`src/blfr_map.svh`:
```
`ifndef BLFR_MAP_SVH
`define BLFR_MAP_SVH

// register addresses (5-bit address space of the single-wire interface)
`define BLFR_ADDR_LEVEL 5'h00
`define BLFR_ADDR_SINKS 5'h01
`define BLFR_ADDR_REGA 5'h02
`define BLFR_ADDR_REGB 5'h03
`define BLFR_ADDR_RAMP 5'h04

// field positions
`define BLFR_LEVEL_MSB 4
`define BLFR_SINKS_MSB 4
`define BLFR_SINKS_LSB 1
`define BLFR_REGA_MSB 3
`define BLFR_REGB_MSB 2
`define BLFR_RATE_MSB 2
`define BLFR_RATE_LSB 1
`define BLFR_FADE_EN_BIT 0

// reset values
`define BLFR_RST_LEVEL 5'h00
`define BLFR_RST_SINKS 4'h0
`define BLFR_RST_REGA 4'h0
`define BLFR_RST_REGB 3'h0
`define BLFR_RST_RATE 2'h0

// timing
`define BLFR_CLK_HZ 50000000
`define BLFR_TICK_US 1000
`define BLFR_TICK_CYCLES ((`BLFR_CLK_HZ / 1000000) * `BLFR_TICK_US)
`define BLFR_STEP_MS_R0 32
`define BLFR_STEP_MS_R1 24
`define BLFR_STEP_MS_R2 16
`define BLFR_STEP_MS_R3 8

`endif

```
`src/blfr_pkg.sv`:
```
package blfr_pkg;
  typedef enum logic [1:0] {
    BLFR_RATE_32MS,
    BLFR_RATE_24MS,
    BLFR_RATE_16MS,
    BLFR_RATE_8MS
  } blfr_rate_t;

  typedef enum logic {
    BLFR_IDLE,
    BLFR_FADING
  } blfr_state_t;

  // current in units of 0.5 mA
  typedef logic [5:0] blfr_halfma_t;
endpackage

```
`src/blfr_tick.sv`:
```
`include "blfr_map.svh"

module blfr_tick #(
  parameter int unsigned TICK_CYCLES = `BLFR_TICK_CYCLES
) (
  // clock and reset
  input wire logic sys_clk_i,
  input wire logic rstn_i,
  input wire logic clk_en_i,
  // control
  input wire logic restart_i,
  // tick output
  output logic tick_o
);
  localparam int unsigned CW = $clog2(TICK_CYCLES + 1);
  localparam logic [CW-1:0] LAST = CW'(TICK_CYCLES - 1);

  logic [CW-1:0] cnt_ff;
  logic [CW-1:0] nxt_cnt;
  logic tick_ff;
  logic nxt_tick;

  always_comb begin
    nxt_cnt = cnt_ff;
    nxt_tick = 1'b0;
    if (restart_i) begin
      nxt_cnt = '0;
    end else if (cnt_ff == LAST) begin
      nxt_cnt = '0;
      nxt_tick = 1'b1;
    end else begin
      nxt_cnt = cnt_ff + CW'(1);
    end
  end

  always_ff @(posedge sys_clk_i or negedge rstn_i) begin
    if (!rstn_i) begin
      cnt_ff <= '0;
      tick_ff <= 1'b0;
    end else if (clk_en_i) begin
      cnt_ff <= nxt_cnt;
      tick_ff <= nxt_tick;
    end
  end

  assign tick_o = tick_ff;
endmodule

```
`src/blfr_regs.sv`:
```
// Summary of operation
// [RQ1] level code zero gives no current; codes one to three are reserved, no current
// [RQ2] codes 4-13 give 0.5-5 mA by halves, 14-29 6-21 mA, 30 23, 31 25
// [RQ3] all enabled sinks carry the same current from the shared level code
// [RQ4] a sink stays off unless its enable bit is set
// [RQ5] enable bits D1..D4 drive sinks one to four, active high, reset low
// [RQ6] regulator A code: 0 off, 1-10 3.3-2.4 V, 11 2.2 V, 12-15 1.8-1.5 V
// [RQ7] regulator B code: 0 off, 1-7 1.8-1.2 V
// [RQ8] fade rate 00/01/10/11 selects 32/24/16/8 ms per step
// [RQ9] fade steps equal the code difference, one count per step
// [RQ10] with fade enabled a new level starts a stepping fade to the target
// [RQ11] level writes are refused while a fade runs; the fade keeps its target
// [RQ12] clearing fade enable mid-fade jumps the effective code to the programmed level
// [RQ13] with fade disabled a new level takes effect at once
// [RQ14] rate may change mid-fade; later steps use the new interval
// [RQ15] all registers are write-only; no read path exists
// [RQ16] host writes zero into undefined bit positions
// [RQ17] step interval counts a millisecond tick, restarted when a fade starts
`include "blfr_map.svh"

module blfr_regs #(
  parameter int unsigned TICK_CYCLES = `BLFR_TICK_CYCLES
) (
  // clock, reset, enable
  input wire logic sys_clk_i,
  input wire logic rstn_i,
  input wire logic clk_en_i,
  // write port from the single-wire decoder
  input wire logic [4:0] wr_addr_i,
  input wire logic [5:0] wr_data_i,
  input wire logic wr_stb_i,
  // sink controls
  output logic [4:0] level_code_o,
  output blfr_pkg::blfr_halfma_t sink_halfma_o,
  output logic [3:0] sink_enables_o,
  output logic [3:0] sink_on_o,
  // regulator controls
  output logic [3:0] regulator_a_code_o,
  output logic [6:0] regulator_a_cv_o,
  output logic [2:0] regulator_b_code_o,
  output logic [4:0] regulator_b_cv_o,
  // fade status
  output logic fading_o
);
  import blfr_pkg::*;

  // regulator voltages are carried in units of 0.1 V, zero meaning off
  function automatic blfr_halfma_t level_to_halfma(input logic [4:0] code);
    blfr_halfma_t r;
    r = '0;
    if (code < 5'h04) begin
      r = '0; // [RQ1]
    end else if (code <= 5'h0D) begin
      r = 6'(code) - 6'h03; // [RQ2]
    end else if (code <= 5'h1D) begin
      r = (6'(code) - 6'h08) << 1; // [RQ2]
    end else if (code == 5'h1E) begin
      r = 6'h2E; // [RQ2]
    end else begin
      r = 6'h32; // [RQ2]
    end
    return r;
  endfunction

  function automatic logic [6:0] rega_to_cv(input logic [3:0] code);
    logic [6:0] v;
    v = '0;
    if (code == 4'h0) begin
      v = '0; // [RQ6]
    end else if (code <= 4'hA) begin
      v = 7'h22 - 7'(code); // [RQ6]
    end else if (code == 4'hB) begin
      v = 7'h16; // [RQ6]
    end else begin
      v = 7'h1E - 7'(code); // [RQ6]
    end
    return v;
  endfunction

  function automatic logic [15:0] rate_ms(input blfr_rate_t rate);
    logic [15:0] m;
    m = 16'h0000;
    unique case (rate)
      BLFR_RATE_32MS: m = 16'(`BLFR_STEP_MS_R0); // [RQ8]
      BLFR_RATE_24MS: m = 16'(`BLFR_STEP_MS_R1); // [RQ8]
      BLFR_RATE_16MS: m = 16'(`BLFR_STEP_MS_R2); // [RQ8]
      BLFR_RATE_8MS: m = 16'(`BLFR_STEP_MS_R3); // [RQ8]
    endcase
    return m;
  endfunction

  function automatic logic [4:0] regb_to_cv(input logic [2:0] code);
    logic [4:0] v;
    v = '0;
    if (code == 3'h0) begin
      v = '0; // [RQ7]
    end else begin
      v = 5'h13 - 5'(code); // [RQ7]
    end
    return v;
  endfunction

  // reset synchroniser: release lands on one edge for every flop behind it
  logic [1:0] rst_sync_ff;
  logic [1:0] nxt_rst_sync;
  logic rstn;
  always_comb begin
    nxt_rst_sync = {rst_sync_ff[0], 1'b1};
  end
  always_ff @(posedge sys_clk_i or negedge rstn_i) begin
    if (!rstn_i) begin
      rst_sync_ff <= 2'b00;
    end else begin
      rst_sync_ff <= nxt_rst_sync;
    end
  end
  assign rstn = rst_sync_ff[1];

  logic [4:0] level_ff;
  logic [4:0] nxt_level;
  logic [4:0] eff_ff;
  logic [4:0] nxt_eff;
  logic [3:0] sinks_ff;
  logic [3:0] nxt_sinks;
  logic [3:0] rega_ff;
  logic [3:0] nxt_rega;
  logic [2:0] regb_ff;
  logic [2:0] nxt_regb;
  blfr_rate_t rate_ff;
  blfr_rate_t nxt_rate;
  logic fade_en_ff;
  logic nxt_fade_en;
  blfr_state_t state_ff;
  blfr_state_t nxt_state;
  logic [15:0] ms_ff;
  logic [15:0] nxt_ms;
  logic restart;
  logic tick;

  // derived outputs registered
  blfr_halfma_t halfma_ff;
  blfr_halfma_t nxt_halfma;
  logic [3:0] on_ff;
  logic [3:0] nxt_on;
  logic [6:0] rega_cv_ff;
  logic [6:0] nxt_rega_cv;
  logic [4:0] regb_cv_ff;
  logic [4:0] nxt_regb_cv;
  logic fading_ff;
  logic nxt_fading;

  // one shared tick; restarting it on a fade start makes the first step a full interval
  blfr_tick #(
    .TICK_CYCLES(TICK_CYCLES)
  ) u_tick (
    .sys_clk_i(sys_clk_i),
    .rstn_i(rstn),
    .clk_en_i(clk_en_i),
    .restart_i(restart),
    .tick_o(tick)
  );

  // one write port, so a ramp write and a level write never share a cycle
  logic wr_level, wr_sinks, wr_rega, wr_regb, wr_ramp;
  assign wr_level = wr_stb_i && (wr_addr_i == `BLFR_ADDR_LEVEL);
  assign wr_sinks = wr_stb_i && (wr_addr_i == `BLFR_ADDR_SINKS);
  assign wr_rega = wr_stb_i && (wr_addr_i == `BLFR_ADDR_REGA);
  assign wr_regb = wr_stb_i && (wr_addr_i == `BLFR_ADDR_REGB);
  assign wr_ramp = wr_stb_i && (wr_addr_i == `BLFR_ADDR_RAMP);

  // plain configuration registers; reserved bits are simply dropped [RQ16]
  always_comb begin
    nxt_sinks = sinks_ff;
    nxt_rega = rega_ff;
    nxt_regb = regb_ff;
    nxt_rate = rate_ff;
    nxt_fade_en = fade_en_ff;
    if (wr_sinks) begin
      nxt_sinks = wr_data_i[`BLFR_SINKS_MSB:`BLFR_SINKS_LSB]; // [RQ5]
    end
    if (wr_rega) begin
      nxt_rega = wr_data_i[`BLFR_REGA_MSB:0];
    end
    if (wr_regb) begin
      nxt_regb = wr_data_i[`BLFR_REGB_MSB:0];
    end
    if (wr_ramp) begin
      nxt_rate = blfr_rate_t'(wr_data_i[`BLFR_RATE_MSB:`BLFR_RATE_LSB]); // [RQ14]
      nxt_fade_en = wr_data_i[`BLFR_FADE_EN_BIT];
    end
  end

  always_ff @(posedge sys_clk_i or negedge rstn) begin
    if (!rstn) begin
      sinks_ff <= `BLFR_RST_SINKS;
      rega_ff <= `BLFR_RST_REGA;
      regb_ff <= `BLFR_RST_REGB;
      rate_ff <= blfr_rate_t'(`BLFR_RST_RATE);
      fade_en_ff <= 1'b0;
    end else if (clk_en_i) begin
      sinks_ff <= nxt_sinks;
      rega_ff <= nxt_rega;
      regb_ff <= nxt_regb;
      rate_ff <= nxt_rate;
      fade_en_ff <= nxt_fade_en;
    end
  end

  // fade engine
  always_comb begin
    nxt_level = level_ff;
    nxt_eff = eff_ff;
    nxt_state = state_ff;
    nxt_ms = ms_ff;
    restart = 1'b0;
    unique case (state_ff)
      BLFR_IDLE: begin
        if (wr_level) begin
          nxt_level = wr_data_i[`BLFR_LEVEL_MSB:0];
          // fade enable as it stands after this cycle's ramp write
          if (nxt_fade_en && (wr_data_i[`BLFR_LEVEL_MSB:0] != eff_ff)) begin
            nxt_state = BLFR_FADING; // [RQ10]
            nxt_ms = 16'h0000;
            restart = 1'b1; // [RQ17]
          end else begin
            nxt_eff = wr_data_i[`BLFR_LEVEL_MSB:0]; // [RQ13]
          end
        end
      end
      BLFR_FADING: begin
        // level writes ignored here; the target stands [RQ11]
        if (!nxt_fade_en) begin
          nxt_eff = level_ff; // [RQ12]
          nxt_state = BLFR_IDLE;
        end else if (tick) begin
          // compare against the live rate so a mid-fade change applies at once [RQ14]
          // an interval already past a newly lowered rate steps on this tick
          if (ms_ff + 16'h0001 >= rate_ms(rate_ff)) begin // [RQ17]
            nxt_ms = 16'h0000;
            // one count per step, so steps equal the code distance [RQ9]
            nxt_eff = (level_ff > eff_ff) ? eff_ff + 5'h01 : eff_ff - 5'h01; // [RQ10]
            if (nxt_eff == level_ff) begin
              nxt_state = BLFR_IDLE;
            end
          end else begin
            nxt_ms = ms_ff + 16'h0001;
          end
        end
      end
    endcase
  end

  always_ff @(posedge sys_clk_i or negedge rstn) begin
    if (!rstn) begin
      level_ff <= `BLFR_RST_LEVEL;
      eff_ff <= `BLFR_RST_LEVEL;
      state_ff <= BLFR_IDLE;
      ms_ff <= 16'h0000;
    end else if (clk_en_i) begin
      level_ff <= nxt_level;
      eff_ff <= nxt_eff;
      state_ff <= nxt_state;
      ms_ff <= nxt_ms;
    end
  end

  // decode from next values so decoded outputs move on the same edge as the codes
  always_comb begin
    nxt_halfma = level_to_halfma(nxt_eff); // [RQ3]
    nxt_on = nxt_sinks & {4{nxt_halfma != '0}}; // [RQ4]
    nxt_rega_cv = rega_to_cv(nxt_rega);
    nxt_regb_cv = regb_to_cv(nxt_regb); // [RQ7]
    nxt_fading = (nxt_state == BLFR_FADING);
  end

  // output decode, registered so every output comes from a flop
  always_ff @(posedge sys_clk_i or negedge rstn) begin
    if (!rstn) begin
      halfma_ff <= '0;
      on_ff <= 4'h0;
      rega_cv_ff <= 7'h00;
      regb_cv_ff <= 5'h00;
      fading_ff <= 1'b0;
    end else if (clk_en_i) begin
      halfma_ff <= nxt_halfma;
      on_ff <= nxt_on;
      rega_cv_ff <= nxt_rega_cv;
      regb_cv_ff <= nxt_regb_cv;
      fading_ff <= nxt_fading;
    end
  end

  // no read port: nothing here returns register contents to the host [RQ15]
  assign level_code_o = eff_ff;
  assign sink_halfma_o = halfma_ff;
  assign sink_enables_o = sinks_ff;
  assign sink_on_o = on_ff;
  assign regulator_a_code_o = rega_ff;
  assign regulator_a_cv_o = rega_cv_ff;
  assign regulator_b_code_o = regb_ff;
  assign regulator_b_cv_o = regb_cv_ff;
  assign fading_o = fading_ff;
endmodule

```
`config.mk`:
```
export PLATFORM = sky130hd
export DESIGN_NAME = blfr_regs
export DESIGN_NICKNAME = d
export VERILOG_FILES = /design/src/blfr_pkg.sv /design/src/blfr_tick.sv /design/src/blfr_regs.sv
export VERILOG_INCLUDE_DIRS = /design/src
export SDC_FILE = /design/constraint.sdc
export NUM_CORES = 1
export LEC_CHECK = 0
export ABC_AREA = 1
export BUFFER_PORTS_ARGS = -buffer_cell sky130_fd_sc_hd__buf_4
export CAP_MARGIN = 20
export CORE_MARGIN = 2
export CORE_UTILIZATION = 40
export CTS_BUF_LIST = sky130_fd_sc_hd__clkbuf_8 sky130_fd_sc_hd__clkbuf_16
export DETAILED_ROUTE_END_ITERATION = 12
export GPL_TIMING_DRIVEN = 0
export PLACE_DENSITY = 0.6
export SYNTH_ARGS = -nofsm -noshare
export SYNTH_HDL_FRONTEND = slang
export SYNTH_SLANG_ARGS = --single-unit
```
`constraint.sdc`:
```
create_clock -name sys_clk_i -period 3.33 [get_ports sys_clk_i]
set_clock_uncertainty 0.1 [all_clocks]
set_input_delay 0.4995 -clock sys_clk_i [delete_from_list [all_inputs] [get_ports sys_clk_i]]
set_output_delay 0.4995 -clock sys_clk_i [all_outputs]
set_load 0.05 [all_outputs]
```
==> reports/metrics.yaml <==
outcome:
  status: "finished with violations"
  violations: "setup timing"
drt:
  dr_total_vias: 4816
  drt_iter0_drc: 275
  antenna_left: 0
  route.detailed.drc: 0
  post_drt_wl_per_cell_um: 14.1
  first_pass_iters: 5
  via_per_inst: 5.01
  drt-total-wl_mm: 13.6
global_route:
  grt_usage: 0.204
  grt_pass1_vias: 4637
  grt_pass1_wl_mm: 23.0
  grt_max_degree: 60
  overflow: 0
  antenna_found_initial: 0
yosys:
  ys_warn_count: 0
  synth_top_area_cell: "dfrtp_1"
  avgSynthCellArea_um2: 7.48
  synthTopCellsByArea: "dfrtp_1 38%, nand2_1 13%, inv_1 6.2%, ha_1 5.5%, o21ai_0 5.1%"
  synth_edf_count: 0
  syn-num-nets: 737
  ys_seq_area_frac: 0.384
  synth.distinct_cells: 42
  syn_area_mm2: 0.00522
  synth_top_area_share: 0.384
  ys_ff_latch: 80
  async_flop_share: 1.00
  synth_ff_type: "dfrtp_1"
  postSynthCellCount: 698
sta:
  hold_viol: 0
  period_needed_ps: 3820
  rsz0062_at_grt: "yes"
  finalSetupTns_ps: -3550
  slew-limit-headroom: 0.412
  setup_viol: 10
  layout_setup_ws_ps: -488
  worst_pin_slew_ps: 875
  drv_slew: 0
  period_share: 1.15
  fmax_mhz: 262
cells_and_area:
  final_area_mm2: 0.00651
  fillers: 1252
  final_layout_size_suffix_gt1_frac: 0.246
  area_growth_pct: 24.6
  finalNetCount: 824
  final_common_cell: "nand2_1"
  final_cell_mix: "173 x nand2_1, 82 x inv_1, 74 x buf_4, 74 x dfrtp_1, 59 x nor2_1"
  finalNonFillerCells: 962
  n_antenna_cell: 0
min_path:
  hold_class: "reg -> async"
place:
  portBuffers: 51
  placed_cell_area_mm2: 0.00588
  hpwl_mm: 9.80
  globalplace.congestion: 0.872
  dp.cells: 922
worst_setup_path:
  cp_slowest_stage_delay_ps: 410
  arrival_ps: 3970
  setup.worst_path.end_class: "flop"
  crit_type: "reg -> reg"
  start_kind: "flop"
  worst-path-max-fanout: 7
  critPathRequiredTime_ps: 3480
  cpMaxStageDelayCell: "dfrtp_1"
clocking:
  clock_latency_ps: 360
  htreeDepth: 3
  cts-root-buf: "clkbuf_16"
  cts_tree: "yes"
  cts_buffer_depth: 2
  cts_buffers: 9
  cts_sinks: 80
  path_clk_slew_ps: 70
flow_run:
  maxCapViolations: 0
floorplan:
  core-area_mm2: 0.0127
  io_pins: 54
  die_y_um: 118
  fp.dieW_um: 118
  die_area_mm2: 0.0140
  rows: 41
  start_util: 0.412
power_and_ir_drop:
  leakagePower_nw: 3.18
  vdd_ir_drop_max_mv: 0.365
  power_density_mw_per_mm2: 644
routing by layer:
metal / global-route usage / part of all wire / wire (µm) / up-vias
met5: 0 / 0 / 0 / -
met4: 0.0474 / 0.010 / 138 / 0
met3: 0.0502 / 0.045 / 609 / 9
met2: 0.322 / 0.46 / 6210 / 92
met1: 0.282 / 0.49 / 6640 / 2293
li1: - / - / - / 2422
cell families after synthesis:
logic type	after synthesis	synth area share
xor gates and xnor gates	24	0.0403
and+or+nand+nor	355	0.316
adders and majority gates	24	0.0590
other	2	0.00144
buffers and inverters	106	0.0796
DFF	80	0.384
AOI/OAI and AO/OA	107	0.121
final cells by class:
| cell class | count | area (µm²) | share of cell area |
|---|---|---|---|
| multi-input cells | 512 | 2960 | 0.455 |
| flip-flops and latches | 80 | 2010 | 0.309 |
| repair buffers | 76 | 617 | 0.0948 |
| inverters | 89 | 334 | 0.0513 |
| clock buffers | 9 | 225 | 0.0346 |
| well taps | 172 | 215 | 0.0331 |
| plain buffers | 17 | 81.3 | 0.0125 |
| clock inverters | 7 | 61.3 | 0.00942 |
report_power, final:
group / internal [W] / switching [W]
Clock: 0.000519 / 0.000465
Combinational: 0.000713 / 0.00119
Sequential: 0.00115 / 0.000146
Total: 0.00238 / 0.00180
critical path, delay by kind of cell, from the launching register on:
family / cells / cell delay [ps]
buffers and inverters: 2 / 190
DFF: 1 / 410
AOI/OAI and AO/OA: 5 / 590
adders and majority gates: 3 / 760
and+or+nand+nor: 14 / 1210
xor gates and xnor gates: 2 / 470
Yosys cell counts, types with 5 or more instances:
cell type / instances
o21ai_0: 53
nand3_1: 40
o21ai_1: 6
ha_1: 23
dfrtp_1: 80
xor2_1: 17
nand3_2: 7
nor2_4: 7
o22ai_1: 10
or2_2: 8
xnor2_1: 7
nand2_1: 182
nand4_1: 9
clkbuf_1: 11
nor2_2: 7
a21oi_1: 15
a22o_1: 5
inv_1: 86
nand2_2: 15
nor3_1: 9
nor2_1: 61
path summary, 6_finish.rpt:
check	from	end	slack [ps]	cells after the start
max	level_ff[1]$_DFFE_PN0P_	sink_on_o[1]$_DFFE_PN0P_	-490	26
min	rst_sync_ff[1]$_DFF_PN0_	sink_halfma_o[1]$_DFFE_PN0P_	120	0
max reg2reg	level_ff[1]$_DFFE_PN0P_	sink_on_o[1]$_DFFE_PN0P_	-490	26
min reg2reg	rst_sync_ff[1]$_DFF_PN0_	sink_halfma_o[1]$_DFFE_PN0P_	120	0
max in group asynchronous	rst_sync_ff[1]$_DFF_PN0_	level_code_o[3]$_DFFE_PN0P_	2400	1
min in group sys_clk_i	rst_sync_ff[0]$_DFF_PN0_	rst_sync_ff[1]$_DFF_PN0_	250	0
repair_timing:
item / CTS / global route
resized for setup: 18 / 18
hold buffers: 1 / 0
setup buffers: 20 / 6
endpoints found under the hold margin: 2 / 0
endpoints found under the setup margin: 10 / 12
pin swaps: 13 / 10
registers in the layout (all words and copies together) (netlist names):
signal,flops
ms_ff,16
u_tick.cnt_ff,16
regulator_a_cv_o,6
sink_halfma_o,6
level_code_o,5
level_ff,5
regulator_a_code_o,4
regulator_b_cv_o,4
sink_enables_o,4
sink_on_o,4
regulator_b_code_o,3
rate_ff,2
rst_sync_ff,2
fade_en_ff,1
fading_o,1
u_tick.tick_o,1
through the flow:
| step | power, W | worst slack (ps) | utilization | hold WS [ps] |
|---|---|---|---|---|
| 2_1_floorplan | 0.00249 | -481 | - | 104 |
| 5_1_grt | 0.00447 | -803 | 0.513 | 151 |
| 3_5_place_dp | 0.00293 | -772 | 0.464 | 131 |
| 6_report | 0.00419 | -488 | 0.513 | 120 |
| 4_1_cts | 0.00417 | -495 | 0.507 | 135 |
| 3_3_place_gp | 0.00290 | -731 | 0.462 | 182 |
Note: power is estimated with default switching activity, not from simulation.
